`config.mk`:
```
export PLATFORM = sky130hd
export DESIGN_NAME = scio_status_control
export DESIGN_NICKNAME = d
export VERILOG_FILES = /design/src/scio_pkg.sv /design/src/scio_status_control.sv
export VERILOG_INCLUDE_DIRS = /design/src
export SDC_FILE = /design/constraint.sdc
export NUM_CORES = 2
export LEC_CHECK = 0
export BUFFER_PORTS_ARGS = -buffer_cell sky130_fd_sc_hd__buf_2
export CAP_MARGIN = 30
export CORE_MARGIN = 3
export CORE_UTILIZATION = 45
export CTS_BUF_LIST = sky130_fd_sc_hd__clkbuf_8
export DETAILED_ROUTE_END_ITERATION = 8
export GPL_TIMING_DRIVEN = 1
export PLACE_DENSITY_LB_ADDON = 0.12
export SYNTH_ARGS = -nofsm -noshare
export SYNTH_HDL_FRONTEND = slang
export SYNTH_SLANG_ARGS = --single-unit
```
`constraint.sdc`:
```
create_clock -name ref_clk_in -period 7.68 [get_ports ref_clk_in]
set_input_delay 0.768 -clock ref_clk_in [delete_from_list [all_inputs] [get_ports ref_clk_in]]
set_output_delay 0.768 -clock ref_clk_in [all_outputs]
set_load 0.02 [all_outputs]
```
`src/scio_regs.svh`:
```
`ifndef SCIO_REGS_SVH
`define SCIO_REGS_SVH

// register byte offsets
`define SCIO_GEN_CTRL_OFS 8'h00
`define SCIO_IN_FILT_OFS 8'h04
`define SCIO_IN_LOGIC_OFS 8'h08
`define SCIO_MAP_LO_OFS 8'h0C
`define SCIO_MAP_HI_OFS 8'h10
`define SCIO_STATUS_OFS 8'h14
`define SCIO_IMAGE_OFS 8'h18
`define SCIO_FORCE_IN_OFS 8'h1C
`define SCIO_FORCE_OUT_OFS 8'h20

// reset values and write masks
`define SCIO_GEN_CTRL_RST 32'h000004A1
`define SCIO_GEN_CTRL_WMASK 32'h000007FF
`define SCIO_IN_FILT_RST 32'h006DB6DB
`define SCIO_IN_FILT_WMASK 32'h00FFFFFF
`define SCIO_IN_LOGIC_RST 32'h00000000
`define SCIO_IN_LOGIC_WMASK 32'h0000FFFF
`define SCIO_MAP_LO_RST 32'h76543210
`define SCIO_MAP_HI_RST 32'hFEDCBA98

// mapping mode codes
`define SCIO_MAP_M1 3'h1
`define SCIO_MAP_M2 3'h2
`define SCIO_MAP_M3 3'h3
`define SCIO_MAP_M4 3'h4
`define SCIO_MAP_M5 3'h5

// load supply report modes
`define SCIO_UL_OFF 2'h0
`define SCIO_UL_ON 2'h1
`define SCIO_UL_AUTO 2'h2

// input filter codes
`define SCIO_FILT_OFF 3'h0
`define SCIO_FILT_1MS 3'h1
`define SCIO_FILT_2MS 3'h2
`define SCIO_FILT_3MS 3'h3
`define SCIO_FILT_6MS 3'h4
`define SCIO_FILT_10MS 3'h5
`define SCIO_FILT_15MS 3'h6

// timing
`define SCIO_CLK_PERIOD_NS 40
`define SCIO_MS_NS 1000000
`define SCIO_CYC_PER_MS (`SCIO_MS_NS / `SCIO_CLK_PERIOD_NS)

`endif

```
`src/scio_pkg.sv`:
```
package scio_pkg;

    typedef struct packed {
        logic [20:0] rsvd;
        logic do_no_ul_diag;
        logic [1:0] ul_report;
        logic us_report;
        logic [2:0] map_mode;
        logic do_source;
        logic ext_cfg_en;
        logic force_en;
        logic web_en;
    } scio_gen_ctrl_t;

    typedef enum logic [1:0] {
        SCIO_AUX_CFG,
        SCIO_AUX_FORCE_IN,
        SCIO_AUX_FORCE_OUT,
        SCIO_AUX_NONE
    } scio_aux_kind_t;

    typedef struct packed {
        logic valid;
        scio_aux_kind_t kind;
        logic [31:0] data;
    } scio_aux_req_t;

endpackage : scio_pkg

```
`src/scio_status_control.sv`:
```
`timescale 1ns/10ps
`include "scio_regs.svh"

module scio_status_control
    import scio_pkg::*;
#(
    parameter int CYC_PER_MS = `SCIO_CYC_PER_MS
) (
    // clock and reset
    input wire logic ref_clk_in,
    input wire logic srst_in,
    // wishbone slave
    input wire logic wb_cyc_in,
    input wire logic wb_stb_in,
    input wire logic wb_we_in,
    input wire logic [7:0] wb_adr_in,
    input wire logic [3:0] wb_sel_in,
    input wire logic [31:0] wb_dat_in,
    output logic [31:0] wb_dat_out,
    output logic wb_ack_out,
    // controller side
    input wire logic conn_active_in,
    input wire logic [15:0] plc_out_image_in,
    output logic [15:0] plc_in_image_out,
    // auxiliary interfaces
    input scio_aux_req_t aux_req_in,
    output logic aux_accept_out,
    output logic aux_reject_out,
    output logic web_serve_en_out,
    // ports and channels
    input wire logic [7:0] iol_mode_in,
    input wire logic [7:0] port_sub_do_in,
    input wire logic [15:0] digital_input_in,
    output logic [7:0] first_port_channel_do_out,
    output logic [15:0] led_out,
    output logic [7:0] sensor_supply_out,
    // supplies and diagnostics
    input wire logic us_fault_in,
    input wire logic ul_present_in,
    output logic us_fault_report_out,
    output logic ul_fault_report_out,
    output logic [7:0] do_fault_out,
    output logic param_fault_out
);

    scio_gen_ctrl_t gen_ctrl_reg;
    scio_gen_ctrl_t ext_ctrl_reg;
    scio_gen_ctrl_t ctrl_eff;
    logic ext_valid_reg;
    logic [23:0] in_filt_reg;
    logic [15:0] in_logic_reg;
    logic [63:0] user_map_reg;
    logic [31:0] force_in_reg;
    logic [31:0] force_out_reg;
    logic conn_prev_reg;
    logic new_conn;
    logic ul_prev_reg;
    logic ul_seen_reg;
    logic [15:0] filt_reg;
    logic [15:0] reported;
    logic [15:0] in_img_next;
    logic [15:0] out_img_eff;
    logic [15:0] sc_bit;
    logic [15:0] fin_mask;
    logic [15:0] fout_mask;
    logic dup_found;
    logic wb_req;
    logic [31:0] rd_data;

    // bytewise write merge under the wishbone select lines
    function automatic logic [31:0] wb_merge(input logic [31:0] old_v, input logic [31:0] new_v,
                                             input logic [3:0] sel, input logic [31:0] wmask);
        logic [31:0] res;
        res = old_v;
        for (int b = 0; b < 4; b++) begin
            if (sel[b]) begin
                res[b*8 +: 8] = new_v[b*8 +: 8];
            end
        end
        return (res & wmask) | (old_v & ~wmask);
    endfunction : wb_merge

    // channel c: port c/2, first channel when c is even
    function automatic logic [3:0] map_bit(input logic [2:0] mode, input logic [3:0] ch,
                                           input logic [3:0] user);
        case (mode)
            `SCIO_MAP_M1: map_bit = ch;
            `SCIO_MAP_M3: map_bit = 4'hF - ch;
            `SCIO_MAP_M4: map_bit = {~ch[0], ch[3:1]};
            `SCIO_MAP_M5: map_bit = user;
            default: map_bit = {ch[0], ch[3:1]};
        endcase
    endfunction : map_bit

    function automatic logic [4:0] filt_ms(input logic [2:0] code);
        case (code)
            `SCIO_FILT_OFF: filt_ms = 5'h00;
            `SCIO_FILT_1MS: filt_ms = 5'h01;
            `SCIO_FILT_2MS: filt_ms = 5'h02;
            `SCIO_FILT_3MS: filt_ms = 5'h03;
            `SCIO_FILT_6MS: filt_ms = 5'h06;
            `SCIO_FILT_10MS: filt_ms = 5'h0A;
            default: filt_ms = 5'h0F;
        endcase
    endfunction : filt_ms

    assign wb_req = wb_cyc_in & wb_stb_in & ~wb_ack_out;
    assign new_conn = conn_active_in & ~conn_prev_reg;
    assign ctrl_eff = ext_valid_reg ? ext_ctrl_reg : gen_ctrl_reg;
    assign fin_mask = ctrl_eff.force_en ? force_in_reg[15:0] : 16'h0000;
    assign fout_mask = ctrl_eff.force_en ? force_out_reg[15:0] : 16'h0000;
    assign sensor_supply_out = 8'hFF;

    always_ff @(posedge ref_clk_in) begin
        if (srst_in) begin
            gen_ctrl_reg <= scio_gen_ctrl_t'(`SCIO_GEN_CTRL_RST);
            in_filt_reg <= 24'(`SCIO_IN_FILT_RST);
            in_logic_reg <= 16'(`SCIO_IN_LOGIC_RST);
            user_map_reg <= {`SCIO_MAP_HI_RST, `SCIO_MAP_LO_RST};
        end else if (wb_req && wb_we_in) begin
            case (wb_adr_in)
                `SCIO_GEN_CTRL_OFS: begin
                    gen_ctrl_reg <= scio_gen_ctrl_t'(wb_merge(gen_ctrl_reg, wb_dat_in,
                                                    wb_sel_in, `SCIO_GEN_CTRL_WMASK));
                end
                `SCIO_IN_FILT_OFS: begin
                    in_filt_reg <= 24'(wb_merge({8'h00, in_filt_reg}, wb_dat_in, wb_sel_in,
                                                `SCIO_IN_FILT_WMASK));
                end
                `SCIO_IN_LOGIC_OFS: begin
                    in_logic_reg <= 16'(wb_merge({16'h0000, in_logic_reg}, wb_dat_in, wb_sel_in,
                                                 `SCIO_IN_LOGIC_WMASK));
                end
                `SCIO_MAP_LO_OFS: begin
                    user_map_reg[31:0] <= wb_merge(user_map_reg[31:0], wb_dat_in, wb_sel_in,
                                                   32'hFFFFFFFF);
                end
                `SCIO_MAP_HI_OFS: begin
                    user_map_reg[63:32] <= wb_merge(user_map_reg[63:32], wb_dat_in, wb_sel_in,
                                                    32'hFFFFFFFF);
                end
                default: begin
                end
            endcase
        end
    end

    always_comb begin
        case (wb_adr_in)
            `SCIO_GEN_CTRL_OFS: rd_data = 32'(gen_ctrl_reg);
            `SCIO_IN_FILT_OFS: rd_data = {8'h00, in_filt_reg};
            `SCIO_IN_LOGIC_OFS: rd_data = {16'h0000, in_logic_reg};
            `SCIO_MAP_LO_OFS: rd_data = user_map_reg[31:0];
            `SCIO_MAP_HI_OFS: rd_data = user_map_reg[63:32];
            `SCIO_STATUS_OFS: rd_data = {16'h0000, do_fault_out, 2'h0, ul_fault_report_out,
                                         us_fault_report_out, ul_seen_reg, conn_active_in,
                                         ext_valid_reg, param_fault_out};
            `SCIO_IMAGE_OFS: rd_data = {out_img_eff, plc_in_image_out};
            `SCIO_FORCE_IN_OFS: rd_data = force_in_reg;
            `SCIO_FORCE_OUT_OFS: rd_data = force_out_reg;
            default: rd_data = 32'h00000000;
        endcase
    end

    // unmapped addresses still ack, reading zero
    always_ff @(posedge ref_clk_in) begin
        if (srst_in) begin
            wb_ack_out <= 1'b0;
            wb_dat_out <= 32'h00000000;
        end else begin
            wb_ack_out <= wb_req;
            wb_dat_out <= (wb_req && !wb_we_in) ? rd_data : 32'h00000000;
        end
    end

    // auxiliary configuration and forcing
    always_ff @(posedge ref_clk_in) begin
        if (srst_in) begin
            ext_valid_reg <= 1'b0;
            ext_ctrl_reg <= scio_gen_ctrl_t'(`SCIO_GEN_CTRL_RST);
            force_in_reg <= 32'h00000000;
            force_out_reg <= 32'h00000000;
            aux_accept_out <= 1'b0;
            aux_reject_out <= 1'b0;
            conn_prev_reg <= 1'b0;
        end else begin
            conn_prev_reg <= conn_active_in;
            aux_accept_out <= 1'b0;
            aux_reject_out <= 1'b0;
            if (new_conn) begin
                ext_valid_reg <= 1'b0;
            end
            if (aux_req_in.valid) begin
                case (aux_req_in.kind)
                    SCIO_AUX_CFG: begin
                        if (ctrl_eff.ext_cfg_en && !conn_active_in) begin
                            ext_ctrl_reg <= scio_gen_ctrl_t'(aux_req_in.data &
                                                            `SCIO_GEN_CTRL_WMASK);
                            ext_valid_reg <= 1'b1;
                            aux_accept_out <= 1'b1;
                        end else begin
                            aux_reject_out <= 1'b1;
                        end
                    end
                    SCIO_AUX_FORCE_IN, SCIO_AUX_FORCE_OUT: begin
                        if (ctrl_eff.force_en) begin
                            if (aux_req_in.kind == SCIO_AUX_FORCE_IN) begin
                                force_in_reg <= aux_req_in.data;
                            end else begin
                                force_out_reg <= aux_req_in.data;
                            end
                            aux_accept_out <= 1'b1;
                        end else begin
                            aux_reject_out <= 1'b1;
                        end
                    end
                    default: aux_reject_out <= 1'b1;
                endcase
            end
        end
    end

    always_ff @(posedge ref_clk_in) begin
        if (srst_in) begin
            web_serve_en_out <= 1'b1;
        end else begin
            web_serve_en_out <= ctrl_eff.web_en;
        end
    end

    // one counter per input; exact cycle count rather than a shared ms tick
    generate
        for (genvar c = 0; c < 16; c++) begin : g_filt
            logic [23:0] cnt_reg;
            logic [23:0] thr;
            logic lvl_reg;
            assign thr = 24'(filt_ms(in_filt_reg[(c/2)*3 +: 3]) * CYC_PER_MS);
            assign filt_reg[c] = lvl_reg;
            always_ff @(posedge ref_clk_in) begin
                if (srst_in) begin
                    cnt_reg <= 24'h000000;
                    lvl_reg <= 1'b0;
                end else if (thr == 24'h000000) begin
                    cnt_reg <= 24'h000000;
                    lvl_reg <= digital_input_in[c];
                end else if (digital_input_in[c] == lvl_reg) begin
                    cnt_reg <= 24'h000000;
                end else if (cnt_reg + 24'h000001 >= thr) begin
                    cnt_reg <= 24'h000000;
                    lvl_reg <= digital_input_in[c];
                end else begin
                    cnt_reg <= cnt_reg + 24'h000001;
                end
            end
        end
    endgenerate

    assign reported = filt_reg ^ in_logic_reg;

    always_comb begin
        dup_found = 1'b0;
        for (int i = 0; i < 16; i++) begin
            for (int j = i + 1; j < 16; j++) begin
                if (user_map_reg[i*4 +: 4] == user_map_reg[j*4 +: 4]) begin
                    dup_found = 1'b1;
                end
            end
        end
    end

    always_comb begin
        in_img_next = 16'h0000;
        out_img_eff = (plc_out_image_in & ~fout_mask) | (force_out_reg[31:16] & fout_mask);
        for (int i = 0; i < 16; i++) begin
            if (!(i % 2 == 0 && iol_mode_in[i/2])) begin
                in_img_next[map_bit(ctrl_eff.map_mode, 4'(i), user_map_reg[i*4 +: 4])] =
                    reported[i];
            end
            sc_bit[i] = out_img_eff[map_bit(ctrl_eff.map_mode, 4'(i), user_map_reg[i*4 +: 4])];
        end
    end

    always_ff @(posedge ref_clk_in) begin
        if (srst_in) begin
            plc_in_image_out <= 16'h0000;
            led_out <= 16'h0000;
            param_fault_out <= 1'b0;
        end else begin
            plc_in_image_out <= (in_img_next & ~fin_mask) | (force_in_reg[31:16] & fin_mask);
            led_out <= filt_reg;
            param_fault_out <= (ctrl_eff.map_mode == `SCIO_MAP_M5) && dup_found;
        end
    end

    always_ff @(posedge ref_clk_in) begin
        if (srst_in) begin
            first_port_channel_do_out <= 8'h00;
        end else begin
            for (int p = 0; p < 8; p++) begin
                if (iol_mode_in[p]) begin
                    first_port_channel_do_out[p] <= 1'b0;
                end else if (ctrl_eff.do_source) begin
                    first_port_channel_do_out[p] <= sc_bit[p*2];
                end else begin
                    first_port_channel_do_out[p] <= port_sub_do_in[p];
                end
            end
        end
    end

    // supply supervision
    always_ff @(posedge ref_clk_in) begin
        if (srst_in) begin
            ul_prev_reg <= 1'b0;
            ul_seen_reg <= 1'b0;
            us_fault_report_out <= 1'b0;
            ul_fault_report_out <= 1'b0;
            do_fault_out <= 8'h00;
        end else begin
            ul_prev_reg <= ul_present_in;
            if (ul_present_in && !ul_prev_reg) begin
                ul_seen_reg <= 1'b1;
            end
            us_fault_report_out <= ctrl_eff.us_report & us_fault_in;
            ul_fault_report_out <= !ul_present_in &&
                ((ctrl_eff.ul_report == `SCIO_UL_ON) ||
                 (ctrl_eff.ul_report == `SCIO_UL_AUTO && ul_seen_reg));
            do_fault_out <= ctrl_eff.do_no_ul_diag ?
                (first_port_channel_do_out & {8{~ul_present_in}}) : 8'h00;
        end
    end
endmodule : scio_status_control

```
# Word level (Yosys, flattened, before mapping)
# Cells that the tools add are included.
# word_totals
reg_bits,702
input_bits,135
output_inout_bits,95
word_cells,822
# classes
add_sub_neg,16
mul,8
order_cmp,56
eq_ne,208
mux,301
n_bitwise,23
n_reduce_logical,123
# op_table
cell,n
== test 4 bit,120
"adder 24 x 1 -> 24 bit, second input constant",16
>= comparator 24 x 20 -> 1 bit,16
one-hot mux 32 bit (9 select lines),1
bitwise mux 16 bit,15
2-to-1 mux 1 bit,208
zero test 24 bit,8
one-hot mux 4 bit (4 select lines),12
one-hot mux 4 bit (6 select lines),8
2-to-1 mux 16 bit,10
"multiplier 5 x 12 -> 17 bit, second input constant",8
"< comparator 4 x 5 -> 1 bit, second input constant",24
bitwise AND 16 bit,5
demux 1 bit (select 4 bit),16
">= comparator 4 x 1 -> 1 bit, second input constant",16
OR reduction 4 bit,16
"== test 3 bit, second input constant",18
"== test 3 x 2 -> 1 bit, second input constant",17
one-hot mux 4 bit (3 select lines),4
AND reduction 3 bit,14
AND reduction 2 bit,17
binary-select mux 1 bit (select 4 bit),8
"== test 8 x 5 -> 1 bit, second input constant",4
2-to-1 mux 4 bit,8
28 further kinds,146

# Depth between registers and ports, before layout
# logic_depth
depth_word,122
depth_mapped,24
ltp_nobuf,22

# Worst setup path after synthesis
# No wires, ideal clock.
# synth_path
kind,register to register
from,register in_filt_reg[23]
to,register g_filt[14].cnt_reg[10]
setup_time_ns,0.062
arrival_ns,5.164
required_ns,7.618
path_slack_ns,2.454
path_stages_with_launch,23
path_buffers,2
synth_period_minus_slack_ns,5.226
cell_sequence,dfxtp_1 clkbuf_1 or3b_2 ha_1 nand2b_1 nor2_1 inv_1 ha_1 ha_1 ha_1 o211a_1 o21a_1 or2_2 ha_1 a21o_1 a21o_1 a21oi_1 o21a_1 nor2_1 or3b_1 or3_4 buf_6 nor2b_2
# synth_via
elab_chain_cells,5
word_cells_on_any_way,11
cone_classes,1 x mul; 1 x order compare; 5 x eq/ne; 1 x mux; 3 x reduce/logical
# synth_lines
item,line,text
start: declaration,scio_status_control.sv:50,logic [23:0] in_filt_reg;
start signal: assignment,scio_status_control.sv:117,in_filt_reg <= 24'(`SCIO_IN_FILT_RST);
start signal: assignment,scio_status_control.sv:127,"in_filt_reg <= 24'(wb_merge({8'h00, in_filt_reg}, wb_dat_in, wb_sel_in,"
"== test 3 bit, or another cell as far along",scio_status_control.sv:96,case (code)
one-hot mux 4 bit (6 select lines) (*),scio_status_control.sv:96,
multiplier 5 x 12 -> 17 bit (*),scio_status_control.sv:237,assign thr = 24'(filt_ms(in_filt_reg[(c/2)*3 +: 3]) * CYC_PER_MS);
>= comparator 24 x 20 -> 1 bit / zero test 24 bit (equally long branches),"scio_status_control.sv:248, scio_status_control.sv:243",
OR reduction 4 bit (no source line) (*),n/a,
end signal: assignment,scio_status_control.sv:252,cnt_reg <= cnt_reg + 24'h000001;
end: declaration,scio_status_control.sv:234,logic [23:0] cnt_reg;
# Every way passes the cells marked *; elsewhere a longest branch is shown, timed or not.
# A chain may end at the register's enable or synchronous reset.

# Worst setup path after layout
# layout_path
from,register in_filt_reg[17]
to,register g_filt[10].cnt_reg[16]
# layout_via
elab_chain_cells,5
word_cells_on_any_way,11
cone_classes,1 x mul; 1 x order compare; 5 x eq/ne; 1 x mux; 3 x reduce/logical
# layout_lines
item,line
"== test 3 bit, or another cell as far along",scio_status_control.sv:96
one-hot mux 4 bit (6 select lines) (*),scio_status_control.sv:96
multiplier 5 x 12 -> 17 bit (*),scio_status_control.sv:237
>= comparator 24 x 20 -> 1 bit / zero test 24 bit (equally long branches),"scio_status_control.sv:248, scio_status_control.sv:243"
OR reduction 4 bit (no source line) (*),n/a
end signal: assignment,scio_status_control.sv:252
end: declaration,scio_status_control.sv:234
# Marks and branches as above.

==> metrics.yaml <==
final_layout:
  drive_gt1_share_pct: 10.42
  fillers: 10830
  syn2layout_area_growth_pct: 11.00
  fin_util_pct: 50.65
  finalInstanceArea_um2: 55510
  final_nets: 6888
  largest_reg_flops: 384
power_and_ir_drop:
  p_total_mw: 7.605
  powerDensity_nw_per_um2: 137.0
  p_leak_nw: 22.68
  ir_drop_uv: 160.3
logic_synthesis:
  synthArstFlopShare_pct: 0
  synth_cells: 6150
  synth_seq_cells: 681
  ys_warn_count: 0
  syn-cell-area_um2: 50010
  synthTopCellsByArea: "dfxtp_1 (27%), ha_1 (10%), xor2_1 (9.1%)"
  synth_top_area_cell: "dfxtp_1"
  ys_seq_area_share_pct: 27.26
  synth-main-ff-cell: "dfxtp_1"
  synthDistinctLibCells: 108
  synthDominantCellAreaShare_pct: 27.26
  synth_edf_count: 0
  syn_avg_cell_area_um2: 8.132
critical_path:
  max_stage_delay_ns: 0.83
  cp.buffers_inverters: 2
  timing.critical_path.max_delay_family: "simple AND/OR/NAND/NOR gates"
  end_kind: "flip-flop"
  arrival_ns: 6.74
  critical-path-top-cell-by-count: "ha_1"
  worstSetupPathType: "reg -> reg"
  cp.required_ns: 8.41
  slowest_stage: "or4b_1"
  crit_chain: "nor3b_1, inv_1, ha_1, and2_1, inv_1, ha_1, ha_1, ha_1, a31oi_1, nand2b_1, o311ai_0, ha_1, and4_1, a221oi_1, a211oi_1, nor4_1, or4b_1, nor2b_1"
  worst-path-max-fanout: 20
  critPathLaunchType: "flip-flop"
routing:
  routed_wl_um: 214800
  wl_per_cell_um: 27.05
  drc: 10
  drt_iter0_drc: 5359
  via_count: 49280
  ant_nets: 0
  viasPerCell: 6.206
  firstDrtPassIters: 9
clocking:
  cts-root-buf: "clkbuf_8"
  ctsResizeCount: 0
  cts_hold_buffers: 0
  cts_setup_buffers: 0
  cts_buffer_depth: 3
  clock_latency_ns: 0.84
  cts_tree: "done"
  cts_num_sinks: 681
  cts.htree.levels: 3
  path_clk_slew_ns: 0.07
  cts_made_buffers: 121
timing:
  worst_slack_ns: 1.663
  finalHoldViolCount: 0
  max_slew.worst_pin.slew_ns: 1.304
  min_period_over_period_pct: 78.35
  setup_viol_count_final: 0
  final.setup.tns_ns: 0
  min_period_ns: 6.017
  max_slew_margin_pct: 13.06
  max_freq_mhz: 166.2
  slew_viol_final: 0
  rsz0062_at_grt: "false"
  clock_skew_ns: 0.07846
floorplan:
  die_x_um: 339.4
  initial_core_util_pct: 45.63
  dieHeight_um: 339.4
  num_rows: 121
  dieArea_um2: 115200
  fp.coreArea_um2: 109600
  io_pins: 230
place:
  placed_cell_area_um2: 52860
  pre_cts_ws_ns: 1.643
  gp_congestion: 1.050
  dp_hpwl_um: 159800
  port-buffer-count: 221
min_path:
  hold_path_class: "in -> reg"
flow_run:
  cap_viol_max_count: 0
global_routing:
  grt_pass1_vias: 46640
  grt_use_total_pct: 35.63
  grt_pass1_wl_um: 310700
  grt_overflow: 0
  grt_max_degree: 103
  grt_antenna_before_repair: 17
run_status:
  violations: "design-rule violations"
  status: "finished with violations"
## report_power, final
group          switching (mW)  internal, mW  total (mW)  leakage, nW
clock network            1.63          2.01        3.64         1.46
registers              0.0421          3.57        3.61         5.52
logic                   0.241         0.108       0.348         15.7
total                    1.92          5.69        7.60         22.7
## cells by family (layout without fill, tap and decap cells)
family | count (synthesis) | after routing | share of synthesized area, %
buffers and inverters | 495 | 717 | 4.113
muxes | 93 | 93 | 1.974
AOI/OAI and AO/OA | 1217 | 1217 | 16.70
other | 2 | 95 | 0.01502
and+or+nand+nor | 2391 | 2391 | 24.67
xor gates and xnor gates | 873 | 873 | 15.32
DFF | 681 | 681 | 27.26
adders and majority gates | 398 | 398 | 9.957
## worst reg2reg max path, stage by stage, from the launching register on
cell	delay, ns
dfxtp_1	0.51
nor3b_1	0.38
inv_1	0.15
ha_1	0.26
and2_1	0.23
inv_1	0.11
ha_1	0.25
ha_1	0.28
ha_1	0.35
a31oi_1	0.13
nand2b_1	0.18
o311ai_0	0.74
ha_1	0.39
and4_1	0.22
a221oi_1	0.25
a211oi_1	0.11
nor4_1	0.39
or4b_1	0.83
nor2b_1	0.23
## layer usage
metal	up-vias	GRT usage (%)	wire length (um)
li1	22490	-	-
met1	23550	45.13	87570
met2	2538	54.99	92730
met3	698	8.456	20250
met4	8	21.17	14230
met5	-	0	53
## Yosys cell counts, types with 75 or more instances
| library cell | instances |
|---|---|
| xnor2_1 | 353 |
| a21oi_1 | 300 |
| and2_1 | 76 |
| nand2_1 | 690 |
| buf_1 | 76 |
| clkbuf_1 | 182 |
| nand4_1 | 161 |
| nor2b_1 | 293 |
| and3_1 | 90 |
| xor2_1 | 519 |
| nor2_1 | 338 |
| nor3_1 | 86 |
| buf_2 | 77 |
| nor4_1 | 167 |
| o21ai_0 | 172 |
| nand3_1 | 243 |
| ha_1 | 398 |
| inv_1 | 142 |
| dfxtp_1 | 681 |
| a22oi_1 | 75 |
## final timing paths
kind	from	end	slack, ns	depth (start not counted)
setup / recovery	in_filt_reg[17]	g_filt[10].cnt_reg[16]	1.66	18
hold / removal	aux_req_in[29]	force_in_reg[29]	0.19	3
setup reg to reg	in_filt_reg[17]	g_filt[10].cnt_reg[16]	1.66	18
hold reg to reg	g_filt[0].cnt_reg[0]	g_filt[0].cnt_reg[0]	0.46	1
## placed cells by master (no fill, tap or decap), types with 89 or more instances in the layout
| master | Yosys | layout |
|---|---|---|
| nand2_1 | 690 | 690 |
| dfxtp_1 | 681 | 676 |
| xor2_1 | 519 | 519 |
| ha_1 | 398 | 398 |
| xnor2_1 | 353 | 353 |
| nor2_1 | 338 | 336 |
| a21oi_1 | 300 | 300 |
| nor2b_1 | 293 | 293 |
| nand3_1 | 243 | 243 |
| buf_2 | 77 | 222 |
| inv_1 | 142 | 173 |
| o21ai_0 | 172 | 172 |
| nor4_1 | 167 | 166 |
| nand4_1 | 161 | 161 |
| clkbuf_8 | 0 | 148 |
| buf_4 | 11 | 130 |
| and3_1 | 90 | 89 |
## final cells by class
| class | instances | area [um^2] | share of cell area (%) |
|---|---|---|---|
| timing repair buffer | 357 | 2176 | 3.919 |
| tap | 1476 | 1847 | 3.327 |
| antenna | 15 | 37.54 | 0.06761 |
| inverter | 142 | 534.3 | 0.9624 |
| multi-input combinational | 5052 | 34670 | 62.45 |
| clock inverter | 71 | 588.1 | 1.059 |
| sequential | 681 | 13640 | 24.57 |
| clock buffer | 147 | 2023 | 3.644 |
## through the flow
stage / std cells / hold slack, ns
6_report: 7941 / 0.1900
3_5_place_dp: 7707 / 0.4512
2_1_floorplan: 6228 / 0.4292
4_1_cts: 7925 / 0.1105
5_1_grt: 7928 / 0.1650
3_3_place_gp: 7704 / 0.4379
(Power assumes the default switching activity.)
